<file path="src/verilog/lcfc_regs.svh">
/*
  Register offset, field positions, reset value and divider counts of the
  frame clock control block.
  Assumes inclusion by bare name from the top-level design module.
*/
`ifndef LCFC_REGS_SVH
`define LCFC_REGS_SVH

`define LCFC_ADDR_W       8
`define LCFC_CTRL_OFS     8'h00
`define LCFC_CTRL_RST     8'h80
`define LCFC_FIXED_BIT    7
`define LCFC_PSW_BIT      6
`define LCFC_ACT_BIT      5
`define LCFC_DISPLAY_DATA_SELECT_BIT     4
`define LCFC_CKS_MSB      3
`define LCFC_PRE_W        9
`define LCFC_FRM_W        10
`define LCFC_FRM_SUB      10'h100
`define LCFC_FRM_SYS      10'h200
`define LCFC_FRM_SUB_3RD  10'h0c0
`define LCFC_FRM_SYS_3RD  10'h180

`endif

</file>
<file path="src/verilog/lcfc_pkg.sv">
/*
  Types shared by the frame clock control block.
  Assumes the register header sits beside it.
*/
package lcfc_pkg;
  typedef enum logic [1:0] {
    LCFC_SRC_SUB  = 2'b00,
    LCFC_SRC_SYS  = 2'b01,
    LCFC_SRC_NONE = 2'b10
  } lcfc_src_t;

  typedef logic [3:0] lcfc_cks_t;
endpackage : lcfc_pkg

</file>
<file path="src/verilog/lcfc_top.sv">
/*
  Segment display control register and operating/frame clock selection.
  Assumes clk_sys is the system clock, sub_clk_pin the asynchronous
  sub-clock, and the power-mode inputs come from logic on clk_sys.
*/
// Function
// - Top control bit reads one, writes ignored
// - Supply switch set connects drive supply
// - Inactive or standby forces supply isolated
// - Activate clear halts operation, registers kept
// - Display bit clear outputs blank data
// - Sub-clock selection: undivided, half, quarter
// - System clock selection: divide 2 to 256
// - System clock stopped with system clock selected means no display clock
// - One-third duty gives four-thirds frame rate
`timescale 1ns/1ps
`include "lcfc_regs.svh"
module lcfc_top (
  input  wire logic                    clk_sys,
  input  wire logic                    reset,
  input  wire logic [`LCFC_ADDR_W-1:0] reg_addr,
  input  wire logic [7:0]              reg_wr_data,
  input  wire logic                    reg_wr_stb,
  input  wire logic                    reg_rd_stb,
  output logic      [7:0]              reg_rd_data_q,
  input  wire logic                    sub_clk_pin,
  input  wire logic                    standby_mode,
  input  wire logic                    sys_clk_stopped,
  input  wire logic                    duty_one_third,
  output logic                         drive_supply_on_q,
  output logic                         show_ram_data_q,
  output logic                         ctrl_running_q,
  output logic                         display_clock_ok_q,
  output logic                         op_tick_q,
  output logic                         frame_tick_q,
  output logic                         lcd_alt_q
);
  import lcfc_pkg::*;

  logic                    drive_supply_switch_q;
  logic                    display_activate_q;
  logic                    display_data_select_q;
  lcfc_cks_t               frame_clk_sel_q;
  lcfc_cks_t               frame_clk_sel_prev_q;
  logic                    sub_s1_q;
  logic                    sub_s2_q;
  logic                    sub_s3_q;
  logic                    sub_level_q;
  logic                    third_prev_q;

  wire logic               ctrl_hit;
  wire logic               ctrl_wr;
  wire logic [7:0]         ctrl_rd;
  wire logic               sub_agree;
  wire logic               sub_rise;
  wire logic               sel_chg;
  wire lcfc_src_t          src;
  wire logic               src_tick;
  wire logic [`LCFC_PRE_W-1:0] pre_len;
  wire logic [`LCFC_FRM_W-1:0] frm_len;
  wire logic               pre_restart;
  wire logic               frm_restart;
  wire logic               supply_d;

  // Register decode
  assign ctrl_hit = (reg_addr == `LCFC_CTRL_OFS);
  assign ctrl_wr  = reg_wr_stb && ctrl_hit;
  assign ctrl_rd  = {1'b1, drive_supply_switch_q, display_activate_q,
                     display_data_select_q, frame_clk_sel_q};

  // Sub-clock edge once second and third stages agree
  assign sub_agree = (sub_s2_q == sub_s3_q);
  assign sub_rise  = sub_agree && sub_s3_q && !sub_level_q;

  // Clock source choice
  assign src = (standby_mode ||
                (frame_clk_sel_q[`LCFC_CKS_MSB] && sys_clk_stopped))
               ? LCFC_SRC_NONE
               : (frame_clk_sel_q[`LCFC_CKS_MSB] ? LCFC_SRC_SYS
                                                 : LCFC_SRC_SUB);

  assign src_tick = (src == LCFC_SRC_SUB) ? sub_rise :
                    (src == LCFC_SRC_SYS) ? 1'b1 : 1'b0;

  // Prescale length: sub 1/2/4, system 2..256
  assign pre_len = frame_clk_sel_q[`LCFC_CKS_MSB]
                 ? (9'h002 << frame_clk_sel_q[2:0])
                 : (frame_clk_sel_q[1] ? 9'h004
                                       : (frame_clk_sel_q[0] ? 9'h002
                                                             : 9'h001));

  // Frame length, shortened by a quarter for one-third duty
  assign frm_len = frame_clk_sel_q[`LCFC_CKS_MSB]
                 ? (duty_one_third ? `LCFC_FRM_SYS_3RD
                                   : `LCFC_FRM_SYS)
                 : (duty_one_third ? `LCFC_FRM_SUB_3RD
                                   : `LCFC_FRM_SUB);

  assign sel_chg     = (frame_clk_sel_q != frame_clk_sel_prev_q);
  assign pre_restart = !display_activate_q || sel_chg ||
                       (src == LCFC_SRC_NONE);
  assign frm_restart = pre_restart || (duty_one_third != third_prev_q);

  assign supply_d = drive_supply_switch_q && display_activate_q &&
                    !standby_mode;

  // Control register
  always_ff @(posedge clk_sys) begin
    if (reset) begin
      drive_supply_switch_q <= 1'b0;
      display_activate_q    <= 1'b0;
      display_data_select_q <= 1'b0;
      frame_clk_sel_q       <= 4'h0;
    end else if (ctrl_wr) begin
      drive_supply_switch_q <= reg_wr_data[`LCFC_PSW_BIT];
      display_activate_q    <= reg_wr_data[`LCFC_ACT_BIT];
      display_data_select_q <= reg_wr_data[`LCFC_DISPLAY_DATA_SELECT_BIT];
      frame_clk_sel_q       <= reg_wr_data[`LCFC_CKS_MSB:0];
    end
  end

  // Read data, valid only in the cycle after the strobe
  always_ff @(posedge clk_sys) begin
    if (reset) begin
      reg_rd_data_q <= 8'h00;
    end else begin
      reg_rd_data_q <= (reg_rd_stb && ctrl_hit) ? ctrl_rd : 8'h00;
    end
  end

  // Sub-clock synchroniser
  always_ff @(posedge clk_sys) begin
    if (reset) begin
      sub_s1_q    <= 1'b0;
      sub_s2_q    <= 1'b0;
      sub_s3_q    <= 1'b0;
      sub_level_q <= 1'b0;
    end else begin
      sub_s1_q <= sub_clk_pin;
      sub_s2_q <= sub_s1_q;
      sub_s3_q <= sub_s2_q;
      if (sub_agree) begin
        sub_level_q <= sub_s3_q;
      end
    end
  end

  // Change trackers
  always_ff @(posedge clk_sys) begin
    if (reset) begin
      frame_clk_sel_prev_q <= 4'h0;
      third_prev_q         <= 1'b0;
    end else begin
      frame_clk_sel_prev_q <= frame_clk_sel_q;
      third_prev_q         <= duty_one_third;
    end
  end

  // Status and drive outputs
  always_ff @(posedge clk_sys) begin
    if (reset) begin
      drive_supply_on_q  <= 1'b0;
      show_ram_data_q    <= 1'b0;
      ctrl_running_q     <= 1'b0;
      display_clock_ok_q <= 1'b0;
    end else begin
      drive_supply_on_q  <= supply_d;
      show_ram_data_q    <= display_data_select_q &&
                            display_activate_q;
      ctrl_running_q     <= display_activate_q;
      display_clock_ok_q <= display_activate_q &&
                            (src != LCFC_SRC_NONE);
    end
  end

  // Alternation signal flips every frame
  always_ff @(posedge clk_sys) begin
    if (reset || !display_activate_q) begin
      lcd_alt_q <= 1'b0;
    end else if (frame_tick_q) begin
      lcd_alt_q <= !lcd_alt_q;
    end
  end

  // Operating clock enable
  lcfc_tick_div #(.W(`LCFC_PRE_W)) u_pre (
    .clk_sys  (clk_sys),
    .reset    (reset),
    .restart  (pre_restart),
    .src_tick (src_tick),
    .div_len  (pre_len),
    .tick_q   (op_tick_q)
  );

  // Frame enable
  lcfc_tick_div #(.W(`LCFC_FRM_W)) u_frm (
    .clk_sys  (clk_sys),
    .reset    (reset),
    .restart  (frm_restart),
    .src_tick (op_tick_q),
    .div_len  (frm_len),
    .tick_q   (frame_tick_q)
  );

  a_fixed_bit_one: assert property (
    @(posedge clk_sys) disable iff (reset)
    (reg_rd_stb && ctrl_hit) |=> reg_rd_data_q[`LCFC_FIXED_BIT])
    else $error("fixed control bit read as zero");

  a_supply_on: assert property (
    @(posedge clk_sys) disable iff (reset)
    supply_d |=> drive_supply_on_q)
    else $error("drive supply not connected");

  a_supply_isolated: assert property (
    @(posedge clk_sys) disable iff (reset)
    (!display_activate_q || standby_mode) |=> !drive_supply_on_q)
    else $error("drive supply connected while inactive");

  a_act_halts_frames: assert property (
    @(posedge clk_sys) disable iff (reset)
    (!display_activate_q ##1 !display_activate_q)
      |=> (!op_tick_q && !frame_tick_q))
    else $error("divider ran while inactive");

  a_blank_data: assert property (
    @(posedge clk_sys) disable iff (reset)
    !display_data_select_q |=> !show_ram_data_q)
    else $error("ram data shown while blanked");

  a_sub_undivided: assert property (
    @(posedge clk_sys) disable iff (reset)
    (frame_clk_sel_q == 4'h0 && src_tick && !pre_restart) |=> op_tick_q)
    else $error("undivided sub-clock tick missed");

  a_sys_half: assert property (
    @(posedge clk_sys) disable iff (reset)
    (frame_clk_sel_q == 4'h8 && op_tick_q && !pre_restart)
      ##1 !pre_restart |=> op_tick_q)
    else $error("system clock half rate wrong");

  a_sys_stop_mute: assert property (
    @(posedge clk_sys) disable iff (reset)
    (frame_clk_sel_q[`LCFC_CKS_MSB] && sys_clk_stopped)
      |=> (!op_tick_q && !display_clock_ok_q))
    else $error("display clocked with system clock stopped");

  a_third_length: assert property (
    @(posedge clk_sys) disable iff (reset)
    (duty_one_third && !frame_clk_sel_q[`LCFC_CKS_MSB])
      |-> (frm_len == `LCFC_FRM_SUB_3RD))
    else $error("one-third duty frame length wrong");
endmodule : lcfc_top

</file>
<file path="src/verilog/lcfc_tick_div.sv">
/*
  Enable-pulse divider: one pulse every div_len source ticks.
  Assumes one clock, synchronous active-high reset, div_len above zero.
*/
`timescale 1ns/1ps
module lcfc_tick_div #(
  parameter int W = 9
) (
  input  wire logic         clk_sys,
  input  wire logic         reset,
  input  wire logic         restart,
  input  wire logic         src_tick,
  input  wire logic [W-1:0] div_len,
  output logic              tick_q
);
  import lcfc_pkg::*;

  logic [W-1:0] cnt_q;
  logic [W-1:0] cnt_d;
  logic         wrap;

  assign wrap  = src_tick && (cnt_q == div_len - W'(1));
  assign cnt_d = wrap ? '0 : (src_tick ? cnt_q + W'(1) : cnt_q);

  always_ff @(posedge clk_sys) begin
    if (reset || restart) begin
      cnt_q  <= '0;
      tick_q <= 1'b0;
    end else begin
      cnt_q  <= cnt_d;
      tick_q <= wrap;
    end
  end

  a_restart_clean: assert property (
    @(posedge clk_sys) disable iff (reset)
    restart |=> (!tick_q && cnt_q == '0))
    else $error("divider did not restart cleanly");

  a_tick_cause: assert property (
    @(posedge clk_sys) disable iff (reset)
    tick_q |-> $past(src_tick))
    else $error("divider pulse without source tick");
endmodule : lcfc_tick_div

</file>
<file path="config.mk">
export PLATFORM = sky130hd
export DESIGN_NAME = lcfc_top
export DESIGN_NICKNAME = d
export VERILOG_FILES = /design/src/verilog/lcfc_pkg.sv /design/src/verilog/lcfc_top.sv /design/src/verilog/lcfc_tick_div.sv
export VERILOG_INCLUDE_DIRS = /design/src /design/src/verilog
export SDC_FILE = /design/constraint.sdc
export NUM_CORES = 1
export LEC_CHECK = 0
export BUFFER_PORTS_ARGS = -buffer_cell sky130_fd_sc_hd__buf_4
export CELL_PAD_IN_SITES_DETAIL_PLACEMENT = 0
export CELL_PAD_IN_SITES_GLOBAL_PLACEMENT = 2
export CORE_MARGIN = 5
export CORE_UTILIZATION = 34
export CTS_CLUSTER_SIZE = 25
export DETAILED_ROUTE_END_ITERATION = 8
export HOLD_SLACK_MARGIN = 0.05
export PLACE_DENSITY = 0.77
export SYNTH_ARGS = -nofsm -noshare
export SYNTH_HDL_FRONTEND = slang
export SYNTH_SLANG_ARGS = --single-unit
</file>
<file path="constraint.sdc">
create_clock -name clk_sys -period 3.7 [get_ports clk_sys]
set_input_delay 0.185 -clock clk_sys [delete_from_list [all_inputs] [get_ports clk_sys]]
set_output_delay 0.185 -clock clk_sys [all_outputs]
set_load 0.005 [all_outputs]
</file>
==> flow_metrics.env <==
export IMPL_antenna_found_initial=0
export IMPL_die_w_um=91.9
export IMPL_ys_ff_latch=50
export IMPL_cap_violations=0
export IMPL_syn_area_per_cell_um2=9.53
export IMPL_ys_warnings_count=0
export IMPL_grt_pass1_vias=1639
export IMPL_slowest_delay_ps=690
export IMPL_critical_path_depth=8
export IMPL_final_max_slew_viol_count=0
export IMPL_hold_viol_final=0
export IMPL_cts_resized_gates=0
export IMPL_ff2ff_path_depth=8
export IMPL_hold_class="in -> reg"
export IMPL_synth_common_cells="dfxtp_1, nor2_1, xnor2_1"
export IMPL_post_route_period_util=0.809
export IMPL_synth_simple_area_share=0.233
export IMPL_clk_pin_slew_ps=100
export IMPL_ant_nets=0
export IMPL_synth_adder_area_share=0.0220
export IMPL_power_frac_comb=0.031
export IMPL_grt_overflow_total=0
export IMPL_end_kind="flop"
export IMPL_path_buf_inv=0
export IMPL_area_growth_pct=19.0
export IMPL_slew_headroom=0.520
export IMPL_switching_share=0.210
export IMPL_endpoint="u_pre.cnt_q[1]$_SDFFE_PP0P_"
export IMPL_nets=300
export IMPL_path_cells="a21oi_1, or2_2, ha_1, xor2_1, a2111oi_0, a311oi_1, a211oi_2, a221oi_1"
export IMPL_cts_hold_fix_buffers=0
export IMPL_wl_per_cell_um=13.6
export IMPL_synth_edf_count=0
export IMPL_io_pins=39
export IMPL_cp_required_ps=3850
export IMPL_sequentialPowerShare=0.561
export IMPL_clock_tree_root_cell="clkbuf_8"
export IMPL_synthesis_area_mm2=0.00228
export IMPL_drt_iter0_drc=56
export IMPL_synth_most_common_cell="dfxtp_1"
export IMPL_worstPathArrival_ps=3150
export IMPL_clkSinkCount=50
export IMPL_r2r_end="u_pre.cnt_q[1]$_SDFFE_PP0P_"
export IMPL_synth_xor_area_share=0.114
export IMPL_dp_slack_ps=729
export IMPL_cts_made_buffers=5
export IMPL_skew_ps=8.60
export IMPL_cts_setup_buffers=0
export IMPL_rows=29
export IMPL_start_kind="flop"
export IMPL_clk_path_buf_depth=2
export IMPL_viasPerCell=4.91
export IMPL_synth_top_family_by_area="simple AND/OR/NAND/NOR gates"
export IMPL_grt_pass1_wl_um=8180
export IMPL_clock_latency_ps=300
export IMPL_synth_area_leaders="dfxtp_1, xnor2_1, nor2_1"
export IMPL_htree_levels=2
export IMPL_dieArea_mm2=0.00844
export IMPL_first_pass_iters=4
export IMPL_worstPathMaxFanout=18
export IMPL_setup_tns_final_ps=0
export IMPL_muxShareOfSynthArea=0.0395
export IMPL_dpl_hpwl_um=3440
export IMPL_via_count=1719
export IMPL_reg2reg_from="frame_clk_sel_q[0]$_SDFFE_PP0P_"
export IMPL_peakVddDrop_v=0.000195
export IMPL_cp_startpoint="frame_clk_sel_q[0]$_SDFFE_PP0P_"
export IMPL_timing_worst_setup_path_type="reg -> reg"
export IMPL_timing_fmax_mhz=334
export IMPL_die_h_um=91.9
export IMPL_drc=0
export IMPL_ys_seq_area_frac=0.439
export IMPL_p_int_mw=0.762
export IMPL_async_flop_share=0
export IMPL_core_area_mm2=0.00642
export IMPL_ys_types=48
export IMPL_drive_gt1_frac=0.194
export IMPL_track_usage=0.119
export IMPL_synth_compound_area_frac=0.115
export IMPL_finalSetupViolCount=0
export IMPL_setup_ws_ps=708
export IMPL_wl_um=4760
export IMPL_synth_flop_cell="dfxtp_1"
export IMPL_synth_fp_nets=267
export IMPL_netlist_instances=239
export IMPL_place_congestion=0.718
export IMPL_status="completed"
export IMPL_r2r_setup_slack_ps=710
export IMPL_antenna_cells=0
export IMPL_grt_max_degree=19
export IMPL_synth_top_area_share=0.439
export IMPL_p_switching_mw=0.202
export IMPL_p_leak_nw=1.06
export IMPL_cts_tree="yes"
export IMPL_tightestPinTransition_ps=718
export IMPL_hold_start="standby_mode"
export IMPL_fin_crit_ps=2990
export IMPL_rsz0062_at_grt="no"
export IMPL_power_density_mw_per_mm2=356
export IMPL_numPortBuffers=37
export IMPL_slowest_stage="dfxtp_1"
export IMPL_pwr_share_clk=0.408
export IMPL_synth_top_area_cell="dfxtp_1"
export IMPL_start_util=0.355
export IMPL_cp_top_family="compound AO/OA/AOI/OAI gates"
[power groups by stage]
| stage | Sequential [mW] | Clock [mW] | Combinational, mW |
|---|---|---|---|
| floorplan | 0.553 | 0 | 0.00859 |
| global placement | 0.553 | 0 | 0.0304 |
| detailed placement | 0.554 | 0 | 0.0308 |
| CTS | 0.541 | 0.404 | 0.0309 |
| global route | 0.541 | 0.428 | 0.0333 |
| finish | 0.541 | 0.393 | 0.0301 |
[metrics by stage]
| stage | total power [mW] | cells | instance area, µm² | hold WS [ps] | util |
|---|---|---|---|---|---|
| after CTS | 0.976 | 350 | 2710 | 73.0 | 0.422 |
| after global placement | 0.584 | 342 | 2600 | 398 | 0.405 |
| after global routing | 1.00 | 350 | 2710 | 69.7 | 0.422 |
| after detailed placement | 0.584 | 342 | 2600 | 403 | 0.405 |
| after floorplan | 0.562 | 239 | 2280 | 257 | - |
| final | 0.964 | 350 | 2710 | 81.8 | 0.422 |
[routing by layer]
| layer | vias up | global-route usage | part of all wire |
|---|---|---|---|
| li1 | 907 | - | - |
| met2 | 12 | 0.181 | 0.45 |
| met4 | 0 | 0.0297 | 0.012 |
| met3 | 5 | 0.0254 | 0.019 |
| met1 | 795 | 0.172 | 0.52 |
| met5 | - | 0 | 0 |
[logic make-up after synthesis]
kind of cell | Yosys count
muxes | 9
DFF | 50
AOI/OAI and AO/OA | 36
and+or+nand+nor | 94
buffers and inverters | 18
adders and majority gates | 4
xor gates and xnor gates | 28
[worst register-to-register path: stages, from the launching register on]
cell,delay [ps]
dfxtp_1,690
a21oi_1,130
or2_2,290
ha_1,300
xor2_1,190
a2111oi_0,330
a311oi_1,140
a211oi_2,590
a221oi_1,190
[worst min path at each step]
stage | slack, ps | depth (start not counted) | to
CTS | 70 | 2 | drive_supply_on_q$_SDFF_PP0_
floorplan | 260 | 1 | frame_clk_sel_prev_q[0]$_SDFF_PP0_
global route | 70 | 2 | drive_supply_on_q$_SDFF_PP0_
finish | 80 | 2 | drive_supply_on_q$_SDFF_PP0_
detailed placement | 400 | 2 | sub_s1_q$_SDFF_PP0_
global placement | 400 | 2 | sub_s1_q$_SDFF_PP0_
[final cells by class]
class                      count  area (µm²)
fill                         631        3710
multi-input combinational    171        1190
sequential                    50        1000
timing repair buffer          38         285
tap                           77        96.3
clock buffer                   5        68.8
clock inverter                 3        43.8
inverter                       6        22.5
[cell usage in the layout (no fill, tap or decap), types with 2 or more instances in the layout]
master	synthesis	routed
a21oi_1	8	8
nand3_1	5	5
dfxtp_1	50	50
nand2_1	11	11
and3_1	4	4
nand4_1	5	5
nand2b_1	4	4
nor2_1	26	26
nor4_1	5	5
xor2_1	11	11
and4b_1	2	2
and2_1	8	8
nor3_1	3	3
ha_1	4	4
nor2b_1	7	7
o21ai_0	4	4
o211ai_1	2	2
nor3b_1	2	2
and4_1	2	2
inv_1	6	6
clkbuf_8	0	5
or3_1	2	2
mux2i_1	9	9
buf_4	0	38
or2_2	2	2
a211oi_1	9	9
xnor2_1	16	16
[state kept, by name, summed over array words and instances (netlist names), 4 cells and up]
register	flops
reg_rd_data_q	8
u_frm.cnt_q	10
u_pre.cnt_q	9
frame_clk_sel_q	4
frame_clk_sel_prev_q	4
Power figures use the tool's default switching activity.
